==> src/rtl/csr_pkg.sv <==
package csr_pkg;

  // ------------------------------------------------------------
  // register port
  // ------------------------------------------------------------
  localparam int ADDR_W = 16;
  localparam int DATA_W = 16;

  localparam logic [ADDR_W-1:0] ADDR_STATUS = 16'h0FA3;
  localparam logic [ADDR_W-1:0] ADDR_ALARM = 16'h0FA4;
  localparam logic [ADDR_W-1:0] ADDR_ERROR = 16'h0FA5;
  localparam logic [ADDR_W-1:0] ADDR_OUT_LO = 16'h1017;
  localparam logic [ADDR_W-1:0] ADDR_OUT_HI = 16'h1018;
  localparam logic [ADDR_W-1:0] ADDR_VALVE = 16'h1019;
  localparam logic [ADDR_W-1:0] ADDR_FAIL_SEL = 16'h101A;
  localparam logic [ADDR_W-1:0] ADDR_MEAN_CAP = 16'h101B;
  localparam logic [ADDR_W-1:0] ADDR_DEV_MAX = 16'h101C;

  // ------------------------------------------------------------
  // ranges and reset values
  // ------------------------------------------------------------
  localparam logic [DATA_W-1:0] SIGNAL_MAX = 16'h03E8;
  localparam logic [DATA_W-1:0] SIGNAL_HALF = 16'h01F4;
  localparam logic [DATA_W-1:0] SIGNAL_ZERO = 16'h0000;
  localparam logic [DATA_W-1:0] CODE_MAX = 16'h0002;
  localparam logic [DATA_W-1:0] DEV_MAX_LIMIT = 16'hFFFF;

  localparam logic [DATA_W-1:0] RST_OUT_LO = 16'h0000;
  localparam logic [DATA_W-1:0] RST_OUT_HI = 16'h03E8;
  localparam logic [DATA_W-1:0] RST_MEAN_CAP = 16'h03E8;
  localparam logic [DATA_W-1:0] RST_DEV_MAX = 16'h000A;
  localparam logic [DATA_W-1:0] RST_MEAN = 16'h0000;

  // ------------------------------------------------------------
  // codes
  // ------------------------------------------------------------
  typedef enum logic [1:0] {
    CSR_VALVE_CLOSE = 2'h0,
    CSR_VALVE_OPEN = 2'h1,
    CSR_VALVE_HOLD = 2'h2
  } csr_valve_e;

  typedef enum logic [1:0] {
    CSR_FAIL_OFF = 2'h0,
    CSR_FAIL_PRESET = 2'h1,
    CSR_FAIL_MEAN = 2'h2
  } csr_fail_e;

  // ------------------------------------------------------------
  // field positions
  // ------------------------------------------------------------
  localparam int ST_DP_MAIN = 0;
  localparam int ST_DP_AUX = 2;
  localparam int ST_TUNE_FAIL = 4;
  localparam int ST_SOFT = 5;
  localparam int ST_TIMER = 6;
  localparam int ST_MANUAL = 7;
  localparam int ST_TUNE_ACT = 8;
  localparam int ST_GAIN = 9;
  localparam int ST_MAIN_OOR = 13;
  localparam int ST_AUX_OOR = 14;
  localparam int ST_ERR = 15;
  localparam int AL_ALARM = 0;
  localparam int AL_HEATER = 4;
  localparam int AL_SHORT = 5;
  localparam int AL_DIN = 6;
  localparam int AL_DOUT = 8;
  localparam int ER_CAL = 0;
  localparam int ER_CSUM = 15;

  // ------------------------------------------------------------
  // timing
  // ------------------------------------------------------------
  localparam longint CLK_HZ = 20000000;
  localparam longint MEAN_PERIOD_S = 60;
  localparam longint MEAN_PERIOD_CYC = MEAN_PERIOD_S * CLK_HZ;
  localparam int MEAN_SHIFT = 2;

endpackage

==> src/rtl/csr_regs.sv <==
`timescale 1ns/1ps

// How it works
// (RQ1) lower output bound, tenths percent, 0..1000
// (RQ2) upper output bound, tenths percent, 0..1000
// (RQ3) aux fault: close, open or hold valve
// (RQ4) failure output: off, preset or mean
// (RQ5) mean sampled each minute under deviation limit
// (RQ6) mean fallback capped by writable limit
// (RQ7) writable maximum deviation for mean sampling
// (RQ8) on-off failure: preset above half gives full
// (RQ9) status bits 0-3 give point positions
// (RQ10) status bit 4 tune failed, 8 tuning
// (RQ11) status bits 5-7 soft start, timer, manual
// (RQ12) status bits 9-10 active gain set
// (RQ13) status bits 13-15 range and error flags
// (RQ14) alarm bits 0-2, 4, 5 alarm states
// (RQ15) alarm bits 6, 8-10 pins, zero if absent
// (RQ16) error bits 0-3 calibration, 15 checksum
// (RQ17) reserved bits zero, status writes ignored
module csr_regs #(
  parameter longint MEAN_PERIOD = csr_pkg::MEAN_PERIOD_CYC,
  parameter bit HAS_DIG_IN = 1'b1,
  parameter logic [2:0] HAS_DIG_OUT = 3'h7
) (
  // clock and reset
  input wire logic clk_i,
  input wire logic rst_n_i,
  input wire logic ce_i,
  // register port
  input wire logic wr_en_i,
  input wire logic rd_en_i,
  input wire logic [csr_pkg::ADDR_W-1:0] addr_i,
  input wire logic [csr_pkg::DATA_W-1:0] wr_data_i,
  output logic [csr_pkg::DATA_W-1:0] rd_data_o,
  output logic ack_o,
  output logic err_o,
  // control path
  input wire logic [csr_pkg::DATA_W-1:0] ctrl_in_i,
  input wire logic [csr_pkg::DATA_W-1:0] deviation_abs_i,
  input wire logic [csr_pkg::DATA_W-1:0] fallback_preset_i,
  input wire logic on_off_mode_i,
  input wire logic sensor_fail_i,
  input wire logic program_stopped_i,
  input wire logic aux_fault_i,
  output logic [csr_pkg::DATA_W-1:0] ctrl_out_o,
  output logic [1:0] valve_cmd_o,
  output logic valve_override_o,
  output logic [csr_pkg::DATA_W-1:0] mean_value_o,
  // status sources
  input wire logic [1:0] linear_input_point_position_i,
  input wire logic [1:0] aux_point_position_i,
  input wire logic tune_failed_i,
  input wire logic soft_start_i,
  input wire logic timer_done_i,
  input wire logic manual_i,
  input wire logic tune_active_i,
  input wire logic [1:0] gain_set_i,
  input wire logic main_oor_i,
  input wire logic aux_oor_i,
  // alarm and error sources
  input wire logic [2:0] alarm_i,
  input wire logic heater_burn_i,
  input wire logic out1_short_i,
  input wire logic dig_in_i,
  input wire logic [2:0] dig_out_i,
  input wire logic [3:0] cal_lost_i,
  input wire logic checksum_err_i
);
  import csr_pkg::*;

  // ------------------------------------------------------------
  // storage
  // ------------------------------------------------------------
  logic [DATA_W-1:0] output_lower_bound;
  logic [DATA_W-1:0] output_upper_bound;
  logic [1:0] valve_fault_action;
  logic [1:0] failure_output_select;
  logic [DATA_W-1:0] mean_output_cap;
  logic [DATA_W-1:0] mean_sampling_deviation_max;
  logic [DATA_W-1:0] mean_value;
  logic [63:0] minute_cnt;

  logic [DATA_W-1:0] status_word;
  logic [DATA_W-1:0] alarm_word;
  logic [DATA_W-1:0] error_word;
  logic sig_ok;
  logic code_ok;
  logic hit;
  logic [DATA_W-1:0] next_rd;
  logic wr_take;
  logic rd_take;
  logic wr_ro;
  logic sample_tick;
  logic [DATA_W+1:0] mean_sum;

  // ------------------------------------------------------------
  // status words, assembled live
  // ------------------------------------------------------------
  always_comb begin
    error_word = '0; // RQ17
    error_word[ER_CAL +: 4] = cal_lost_i; // RQ16
    error_word[ER_CSUM] = checksum_err_i; // RQ16
  end

  always_comb begin
    status_word = '0; // RQ17
    status_word[ST_DP_MAIN +: 2] = linear_input_point_position_i; // RQ9
    status_word[ST_DP_AUX +: 2] = aux_point_position_i; // RQ9
    status_word[ST_TUNE_FAIL] = tune_failed_i; // RQ10
    status_word[ST_TUNE_ACT] = tune_active_i; // RQ10
    status_word[ST_SOFT] = soft_start_i; // RQ11
    status_word[ST_TIMER] = timer_done_i; // RQ11
    status_word[ST_MANUAL] = manual_i; // RQ11
    status_word[ST_GAIN +: 2] = gain_set_i; // RQ12
    status_word[ST_MAIN_OOR] = main_oor_i; // RQ13
    status_word[ST_AUX_OOR] = aux_oor_i; // RQ13
    status_word[ST_ERR] = |error_word; // RQ13
  end

  always_comb begin
    alarm_word = '0; // RQ17
    alarm_word[AL_ALARM +: 3] = alarm_i; // RQ14
    alarm_word[AL_HEATER] = heater_burn_i; // RQ14
    alarm_word[AL_SHORT] = out1_short_i; // RQ14
    // absent pins read zero so software sees no phantom state
    alarm_word[AL_DIN] = dig_in_i & HAS_DIG_IN; // RQ15
    alarm_word[AL_DOUT +: 3] = dig_out_i & HAS_DIG_OUT; // RQ15
  end

  // ------------------------------------------------------------
  // register port
  // ------------------------------------------------------------
  assign sig_ok = (wr_data_i <= SIGNAL_MAX);
  assign code_ok = (wr_data_i <= CODE_MAX);

  assign wr_take = ce_i & wr_en_i;
  assign rd_take = ce_i & rd_en_i;
  assign wr_ro = wr_en_i & (addr_i == ADDR_STATUS || addr_i == ADDR_ALARM || addr_i == ADDR_ERROR); // RQ17

  // out-of-range writes are refused whole, the old value stays
  always_ff @(posedge clk_i or negedge rst_n_i) begin
    if (!rst_n_i) begin
      output_lower_bound <= RST_OUT_LO;
    end else if (wr_take && addr_i == ADDR_OUT_LO && sig_ok) begin
      output_lower_bound <= wr_data_i; // RQ1
    end
  end

  always_ff @(posedge clk_i or negedge rst_n_i) begin
    if (!rst_n_i) begin
      output_upper_bound <= RST_OUT_HI;
    end else if (wr_take && addr_i == ADDR_OUT_HI && sig_ok) begin
      output_upper_bound <= wr_data_i; // RQ2
    end
  end

  // ------------------------------------------------------------
  // fallback codes and mean settings
  // ------------------------------------------------------------
  // codes above two are refused, not wrapped
  always_ff @(posedge clk_i or negedge rst_n_i) begin
    if (!rst_n_i) begin
      valve_fault_action <= CSR_VALVE_CLOSE;
    end else if (wr_take && addr_i == ADDR_VALVE && code_ok) begin
      valve_fault_action <= wr_data_i[1:0]; // RQ3
    end
  end

  always_ff @(posedge clk_i or negedge rst_n_i) begin
    if (!rst_n_i) begin
      failure_output_select <= CSR_FAIL_OFF;
    end else if (wr_take && addr_i == ADDR_FAIL_SEL && code_ok) begin
      failure_output_select <= wr_data_i[1:0]; // RQ4
    end
  end

  always_ff @(posedge clk_i or negedge rst_n_i) begin
    if (!rst_n_i) begin
      mean_output_cap <= RST_MEAN_CAP;
    end else if (wr_take && addr_i == ADDR_MEAN_CAP && sig_ok) begin
      mean_output_cap <= wr_data_i; // RQ6
    end
  end

  // a 16-bit word always fits; the compare guards a narrower limit
  always_ff @(posedge clk_i or negedge rst_n_i) begin
    if (!rst_n_i) begin
      mean_sampling_deviation_max <= RST_DEV_MAX;
    end else if (wr_take && addr_i == ADDR_DEV_MAX && wr_data_i <= DEV_MAX_LIMIT) begin
      mean_sampling_deviation_max <= wr_data_i; // RQ7
    end
  end

  // ------------------------------------------------------------
  // read mux
  // ------------------------------------------------------------

  always_comb begin
    hit = 1'b1;
    next_rd = '0;
    case (addr_i)
      ADDR_STATUS: next_rd = status_word;
      ADDR_ALARM: next_rd = alarm_word;
      ADDR_ERROR: next_rd = error_word;
      ADDR_OUT_LO: next_rd = output_lower_bound;
      ADDR_OUT_HI: next_rd = output_upper_bound;
      ADDR_VALVE: next_rd = {14'h0000, valve_fault_action};
      ADDR_FAIL_SEL: next_rd = {14'h0000, failure_output_select};
      ADDR_MEAN_CAP: next_rd = mean_output_cap;
      ADDR_DEV_MAX: next_rd = mean_sampling_deviation_max;
      default: hit = 1'b0;
    endcase
  end

  // ------------------------------------------------------------
  // bus answer
  // ------------------------------------------------------------
  always_ff @(posedge clk_i or negedge rst_n_i) begin
    if (!rst_n_i) begin
      rd_data_o <= '0;
    end else if (rd_take) begin
      rd_data_o <= next_rd;
    end
  end

  // ack answers every taken request, mapped or not
  always_ff @(posedge clk_i or negedge rst_n_i) begin
    if (!rst_n_i) begin
      ack_o <= 1'b0;
    end else if (ce_i) begin
      ack_o <= rd_en_i | wr_en_i;
    end
  end

  // err flags unmapped addresses and writes to the read-only words
  always_ff @(posedge clk_i or negedge rst_n_i) begin
    if (!rst_n_i) begin
      err_o <= 1'b0;
    end else if (ce_i) begin
      err_o <= (rd_en_i | wr_en_i) & (!hit | wr_ro); // RQ17
    end
  end

  // ------------------------------------------------------------
  // mean value of the output
  // ------------------------------------------------------------
  assign mean_sum = {2'b00, mean_value} * 18'd3 + {2'b00, ctrl_out_o};
  assign sample_tick = (minute_cnt >= 64'(MEAN_PERIOD - 1)); // RQ5

  always_ff @(posedge clk_i or negedge rst_n_i) begin
    if (!rst_n_i) begin
      minute_cnt <= '0;
    end else if (ce_i && sample_tick) begin
      minute_cnt <= '0;
    end else if (ce_i) begin
      minute_cnt <= minute_cnt + 64'd1;
    end
  end

  // ------------------------------------------------------------
  // running mean
  // ------------------------------------------------------------
  // a first-order average: cheap, no sample memory, slow to settle
  always_ff @(posedge clk_i or negedge rst_n_i) begin
    if (!rst_n_i) begin
      mean_value <= RST_MEAN;
    end else if (ce_i && sample_tick && deviation_abs_i < mean_sampling_deviation_max) begin // RQ5
      mean_value <= 16'(mean_sum >> MEAN_SHIFT);
    end
  end

  // ------------------------------------------------------------
  // output selection
  // ------------------------------------------------------------
  logic fail_active;
  logic [DATA_W-1:0] capped_mean;
  logic [DATA_W-1:0] pick;
  logic [DATA_W-1:0] next_out;
  logic clamp_on;

  assign fail_active = sensor_fail_i | program_stopped_i;
  assign capped_mean = (mean_value > mean_output_cap) ? mean_output_cap : mean_value; // RQ6
  assign clamp_on = !(fail_active && (on_off_mode_i || failure_output_select == CSR_FAIL_OFF));

  always_comb begin
    pick = ctrl_in_i;
    if (fail_active) begin
      if (on_off_mode_i) begin
        pick = (fallback_preset_i > SIGNAL_HALF) ? SIGNAL_MAX : SIGNAL_ZERO; // RQ8
      end else begin
        case (failure_output_select) // RQ4
          CSR_FAIL_OFF: pick = SIGNAL_ZERO;
          CSR_FAIL_PRESET: pick = fallback_preset_i;
          CSR_FAIL_MEAN: pick = capped_mean;
          default: pick = SIGNAL_ZERO;
        endcase
      end
    end
    next_out = pick;
    // off and on-off levels bypass the bounds; continuous values obey them
    if (clamp_on) begin
      if (pick < output_lower_bound) next_out = output_lower_bound; // RQ1
      if (pick > output_upper_bound) next_out = output_upper_bound; // RQ2
    end
  end

  // ------------------------------------------------------------
  // registered outputs
  // ------------------------------------------------------------
  // the clamp sits ahead of this flop, so the pin shows an unclamped value only for the off and on-off fallback levels
  always_ff @(posedge clk_i or negedge rst_n_i) begin
    if (!rst_n_i) begin
      ctrl_out_o <= SIGNAL_ZERO;
    end else if (ce_i) begin
      ctrl_out_o <= next_out;
    end
  end

  always_ff @(posedge clk_i or negedge rst_n_i) begin
    if (!rst_n_i) begin
      valve_override_o <= 1'b0;
    end else if (ce_i) begin
      valve_override_o <= aux_fault_i; // RQ3
    end
  end

  // hold is the idle command, so a cleared fault leaves the valve alone
  always_ff @(posedge clk_i or negedge rst_n_i) begin
    if (!rst_n_i) begin
      valve_cmd_o <= CSR_VALVE_HOLD;
    end else if (ce_i) begin
      valve_cmd_o <= aux_fault_i ? valve_fault_action : CSR_VALVE_HOLD; // RQ3
    end
  end

  always_ff @(posedge clk_i or negedge rst_n_i) begin
    if (!rst_n_i) begin
      mean_value_o <= RST_MEAN;
    end else if (ce_i) begin
      mean_value_o <= capped_mean;
    end
  end

endmodule

==> config.mk <==
export PLATFORM = sky130hd
export DESIGN_NAME = csr_regs
export DESIGN_NICKNAME = d
export VERILOG_FILES = /design/src/rtl/csr_pkg.sv /design/src/rtl/csr_regs.sv
export SDC_FILE = /design/constraint.sdc
export NUM_CORES = 1
export LEC_CHECK = 0
export BUFFER_PORTS_ARGS = -buffer_cell sky130_fd_sc_hd__buf_2
export CORE_MARGIN = 8
export CORE_UTILIZATION = 45
export CTS_BUF_LIST = sky130_fd_sc_hd__clkbuf_8
export CTS_CLUSTER_SIZE = 12
export DETAILED_ROUTE_END_ITERATION = 8
export RECOVER_POWER = 50
export SLEW_MARGIN = 20
export SYNTH_ARGS = -nofsm -noshare
export SYNTH_HDL_FRONTEND = slang
export SYNTH_SLANG_ARGS = --single-unit
==> constraint.sdc <==
create_clock -name clk_i -period 8.59 [get_ports clk_i]
set_input_delay 0 -clock clk_i [delete_from_list [all_inputs] [get_ports clk_i]]
set_output_delay 0 -clock clk_i [all_outputs]
set_load 0.02 [all_outputs]
### Word level (Yosys, flattened, before mapping)

Cells that the tools add are included.

| word-level totals | value |
|---|---|
| bits in registers | 201 |
| input port bits | 116 |

| operators by class | value |
|---|---|
| add/subtract/negate cells | 2 |
| multipliers | 1 |
| order comparisons | 9 |
| equal/unequal tests | 11 |
| multiplexer cells | 13 |
| bitwise logic cells | 7 |
| reduce and logical (&&, ||, !) cells | 23 |

Operators with widths:

| cell | count |
|---|---|
| 16-bit one-hot mux with 9 select lines | 1 |
| 64-bit two-way mux | 2 |
| 16-bit by 13-bit == test with 1-bit output, second input constant | 6 |
| 16-bit two-way mux | 6 |
| 64-bit by 1-bit adder with 64-bit output, second input constant | 1 |
| 64-bit by 31-bit greater-or-equal comparator with 1-bit output, second input constant | 1 |
| 16-bit by 12-bit == test with 1-bit output, second input constant | 3 |
| 16-bit > comparator | 2 |
| 16-bit < comparator | 2 |
| 16-bit one-hot mux with 2 select lines | 1 |
| 18-bit by 16-bit adder with 18-bit output | 1 |
| 16-bit by 2-bit multiplier with 18-bit output, second input constant | 1 |
| 16-bit by 9-bit > comparator with 1-bit output, second input constant | 1 |
| 16-bit by 10-bit less-or-equal comparator with 1-bit output, second input constant | 1 |
| 16-bit less-or-equal comparator, second input constant | 1 |
| 16-bit by 2-bit less-or-equal comparator with 1-bit output, second input constant | 1 |
| 1-bit logical AND | 15 |
| 10-bit two-way mux | 1 |
| 9-bit OR reduction | 1 |
| 5-bit OR reduction | 1 |
| 1-bit bitwise AND | 4 |
| 1-bit logical OR | 3 |
| 1-bit OR | 3 |
| 2-bit by 1-bit == test with 1-bit output, second input constant | 1 |
| 6 further kinds | 6 |

### Logic depth before layout (Yosys ltp)

| depth | value |
|---|---|
| depth in word-level cells | 9 |
| gate-level depth with buffers | 20 |
| depth with buffers taken out | 17 |

### Least setup slack after synthesis

OpenSTA, ideal clock, no wires.

| timing path | value |
|---|---|
| path kind | register -> register |
| start | register mean_output_cap[6] |
| end | register ctrl_out_o[14] (netlist name) |
| library setup time | 142 ps |
| arrival time | 4197 ps |
| required time | 8448 ps |
| setup slack | 4251 ps |
| cell stages (with the launch flop) | 20 |
| period minus slack after synthesis | 4339 ps |
| cell sequence | dfstp_2 > inv_1 > ha_1 > nand4_1 > a2111o_1 > a31oi_4 > buf_4 > mux2i_1 > o211ai_1 > ha_1 > a211oi_1 > o21ai_0 > a211oi_1 > o211ai_1 > a21oi_1 > a211o_1 > buf_2 > buf_4 > mux2i_1 > a211oi_1 |

| on the way | value |
|---|---|
| cells in the longest elaborated chain, start to end | 9 |

Ends and longest elaborated chain:

| what | line | source |
|---|---|---|
| start: declaration | csr_regs.sv:79 | `logic [DATA_W-1:0] mean_output_cap;` |
| start signal: assignment | csr_regs.sv:182 | `mean_output_cap <= wr_data_i;` |
| 16-bit > comparator | csr_regs.sv:283 | `assign capped_mean = (mean_value > mean_output_cap) ? mean_output_cap : mean_value;` |
| 16-bit two-way mux * | csr_regs.sv:283 |  |
| 16-bit one-hot mux with 2 select lines * | csr_regs.sv:292 | `case (failure_output_select)` |
| 16-bit two-way mux * | csr_regs.sv:289 | `if (on_off_mode_i) begin` |
| 16-bit two-way mux * | csr_regs.sv:288 | `if (fail_active) begin` |
| 16-bit < comparator | csr_regs.sv:303 | `if (pick < output_lower_bound) next_out = output_lower_bound;` |
| 16-bit two-way mux | csr_regs.sv:303 |  |
| 16-bit two-way mux | csr_regs.sv:304 | `if (pick > output_upper_bound) next_out = output_upper_bound;` |
| 16-bit two-way mux * | csr_regs.sv:302 | `if (clamp_on) begin` |
| end signal: assignment | csr_regs.sv:316 | `ctrl_out_o <= next_out;` |
| end: declaration | csr_regs.sv:46 | `output logic [csr_pkg::DATA_W-1:0] ctrl_out_o,` |

Mark *: on every way between the ends. The rest lies on a longest branch, timed or not.
A chain may end at the register's enable or synchronous reset.

### Final worst setup path

| timing path | value |
|---|---|
| start | register mean_output_cap[9] |
| end | register ctrl_out_o[9] (netlist name) |

Same word-level chain as after synthesis.

==> results_dict.tcl <==
set metrics [dict create \
    status "complete, but fails checks" \
    violations "max-capacitance violations, max-slew violations" \
    final_nets 1751 \
    fin_tns_setup_ns 0 \
    cpMostUsedCell "o21ai_0" \
    grtUsageTotal_pct 25.23 \
    grt_pass1_wl_mm 65.54 \
    wire_per_inst_um 21.51 \
    syn_nets 1551 \
    syn_area_per_cell_sq_um 9.310 \
    hp-start "linear_input_point_position_i[1]" \
    cpPeakStageDelay_ns 0.72 \
    yosysSeqAreaShare_pct 40.53 \
    timing.fmax_mhz 171.9 \
    p_per_area_nw_per_um2 233.0 \
    max_cap_viol_count 1 \
    leakage_uw 0.006809 \
    end_kind "flop" \
    period_share_pct 67.72 \
    crit_chain "inv_1 -> ha_1 -> nand4_1 -> a2111o_1 -> a31oi_4 -> mux2i_1 -> o21ai_0 -> ha_1 -> o21ai_0 -> o21ai_0 -> a211oi_1 -> o211ai_1 -> a21oi_1 -> a211o_1 -> mux2i_1 -> a211oi_1" \
    port_buffers 168 \
    worstSkewPairLatency_ns 0.53 \
    root_buffer "clkbuf_8" \
    whs_endpoint "rd_data_o[1]" \
    r2r_slack_ns 2.77 \
    grt_max_degree 78 \
    num_rows 61 \
    synth_ff_type "dfrtp_1" \
    rr_endpoint "ctrl_out_o[9]" \
    viasPerCell 5.777 \
    crit_slowest_cell "a211o_1" \
    ys_warn_count 0 \
    skew_ns 0.01884 \
    path_max_fanout 16 \
    relSlewSlack_pct -109.1 \
    crit_type "flop to flop" \
    drive_gt1_share_pct 15.73 \
    area_growth_pct 18.07 \
    grt_overflow 0 \
    crit_buf_inv 1 \
    setup_viol 0 \
    ios 169 \
    rsz0062_at_grt "false" \
    period_minus_slack_ns 5.817 \
    cts_buffers 38 \
    ys_seq_elements 201 \
    die_area_sq_um 33260 \
    drt_pre_antenna_iters 5 \
    stdcell_count 1942 \
    peakVddDrop_mv 0.1856 \
    drtIter0Drc 1048 \
    grt_pass1_vias 11660 \
    hold_viol_final 0 \
    clock_path_buffers 3 \
    ys_types 73 \
    min_path_cells 5 \
    syn-cell-area_sq_um 12460 \
    clock-sinks 201 \
    grt_antenna_before_repair 1 \
    placed_cells 1845 \
    dr_total_vias 11220 \
    die_w_um 182.4 \
    hold_class "input pin to flop" \
    antenna_left 0 \
    synth_edf_count 0 \
    antenna_cells 0 \
    tightest_slew_ns 3.136 \
    required_ns 9.02 \
    cts_tree "done" \
    clkSlewWorstSetupHoldPaths_ns 0.06 \
    rr_worst_depth 16 \
    start_kind "flop" \
    cp_top_family "compound AO/OA/AOI/OAI gates" \
    cp_data_arrival_time_ns 6.25 \
    core-area_sq_um 27550 \
    dp_hpwl_mm 32.05 \
    finalWirelength_mm 41.78 \
    synthCells 1338 \
    die_y_um 182.4 \
    start_util_pct 45.21 \
    synthArstFlopShare_pct 100.0 \
    drc 0 \
    slew_violations 58 \
    h-tree-depth 2 \
    gp_congestion 0.9759 \
    nFillCells 2621 \
    r2r-start "mean_output_cap[9]" \
]
logic make-up after synthesis:
logic type | after synthesis | share of synthesized area, %
AO/OA/AOI/OAI | 309 | 16.33
buffers and inverters | 141 | 4.460
adder cells (fa/ha/maj) | 97 | 10.71
XOR/XNOR | 50 | 3.515
multiplexers | 74 | 6.509
flip-flops | 201 | 40.53
AND/OR/NAND/NOR | 466 | 17.95
worst reg2reg max path: cells and delay by family, from the launching register on:
kind	cells	cell delay, ns
AO/OA/AOI/OAI	10	3.50
adder cells (fa/ha/maj)	2	0.70
buffers and inverters	1	0.05
flip-flops	1	0.54
multiplexers	2	0.77
AND/OR/NAND/NOR	1	0.16
Yosys cell counts, drive strengths merged, types with 20 or more instances:
cell | number | area (sq um)
a21oi | 81 | 405.4
clkbuf | 35 | 131.4
dfrtp | 186 | 4654
ha | 81 | 1013
inv | 89 | 334.1
mux2 | 38 | 450.4
mux2i | 36 | 360.4
nand2 | 109 | 409.1
nand3 | 46 | 235.2
nand4 | 28 | 175.2
nor2 | 161 | 604.3
nor3 | 21 | 115.1
nor4 | 20 | 131.4
o21ai | 79 | 395.4
xnor2 | 27 | 236.5
xor2 | 23 | 201.4
cells in the final DEF, fill, tap and decap left out, drive strengths merged, types with 23 or more instances in the layout:
cell	netlist	final
mux2i	36	36
a21oi	81	81
o21ai	79	79
mux2	38	38
dfrtp	186	186
nor2	161	161
nand2	109	109
xor2	23	23
ha	81	81
xnor2	27	27
clkbuf	35	110
buf	16	123
nand4	28	28
nand3	46	46
dlygate4sd3	0	31
inv	89	97
what timing repair did:
action,in CTS,in global routing
hold buffers,31,0
hold endpoints to repair,118,0
buffers inserted,0,0
resized for setup,0,0
registers in the layout (all words and copies together), names as in the netlist:
register	flops
mean_sampling_deviation_max	16
mean_value	16
rd_data_o	16
valve_fault_action	2
output_lower_bound	16
output_upper_bound	16
ctrl_out_o	16
failure_output_select	2
mean_value_o	16
minute_cnt	64
valve_override_o	1
err_o	1
valve_cmd_o	2
ack_o	1
mean_output_cap	16
power by group:
group | internal, uW | switching (uW) | leakage, uW
logic | 547 | 720 | 0.00394
registers | 1040 | 125 | 0.00242
clock network | 575 | 422 | 0.000453
total | 2160 | 1270 | 0.00681
layout make-up:
class | instances | area [sq um] | area share, %
well taps | 378 | 473.0 | 3.216
inverters | 90 | 337.8 | 2.297
flip-flops and latches | 201 | 5049 | 34.33
multi-input cells | 996 | 6865 | 46.68
repair buffers | 211 | 1174 | 7.980
clock buffers | 53 | 729.5 | 4.960
clock inverters | 13 | 80.08 | 0.5444
routing by layer:
layer  wire length (um)  part of all wire (%)  up-vias  global-route usage (%)
met1              17260                    41     5492                   31.02
met2              20310                    49      405                   42.98
met3               2365                   5.7       99                   4.752
met5                 12                 0.029        -                       0
li1                   -                     -     5221                       -
met4               1824                   4.4        2                   10.50
worst max-delay path by stage:
stage / from / endpoint / slack (ns) / cells past startpoint
6_report: mean_output_cap[9] / ctrl_out_o[9] / 2.77 / 16
5_1_grt: mean_value[1] / ctrl_out_o[9] / 2.53 / 16
4_1_cts: mean_output_cap[7] / ctrl_out_o[7] / 3.04 / 16
3_5_place_dp: mean_output_cap[7] / ctrl_out_o[9] / 3.05 / 16
3_3_place_gp: mean_output_cap[7] / ctrl_out_o[3] / 3.16 / 16
2_1_floorplan: mean_output_cap[6] / ctrl_out_o[14] / 4.25 / 19
per-stage QoR:
stage / hold WS (ns) / utilization [%] / area, sq um / power (uW) / worst slack [ns]
final: 0.03534 / 53.38 / 14710 / 3427 / 2.773
after global routing: 0.02918 / 53.38 / 14710 / 3686 / 2.527
after CTS: 0.00006140 / 53.67 / 14790 / 3462 / 3.040
after detailed placement: 0.001166 / 49.60 / 13670 / 2438 / 3.052
after global placement: 0.002094 / 49.59 / 13660 / 2420 / 3.156
after floorplan: -0.2956 / - / 12460 / 2063 / 4.251
No activity file was read; power rests on OpenSTA's default activity.
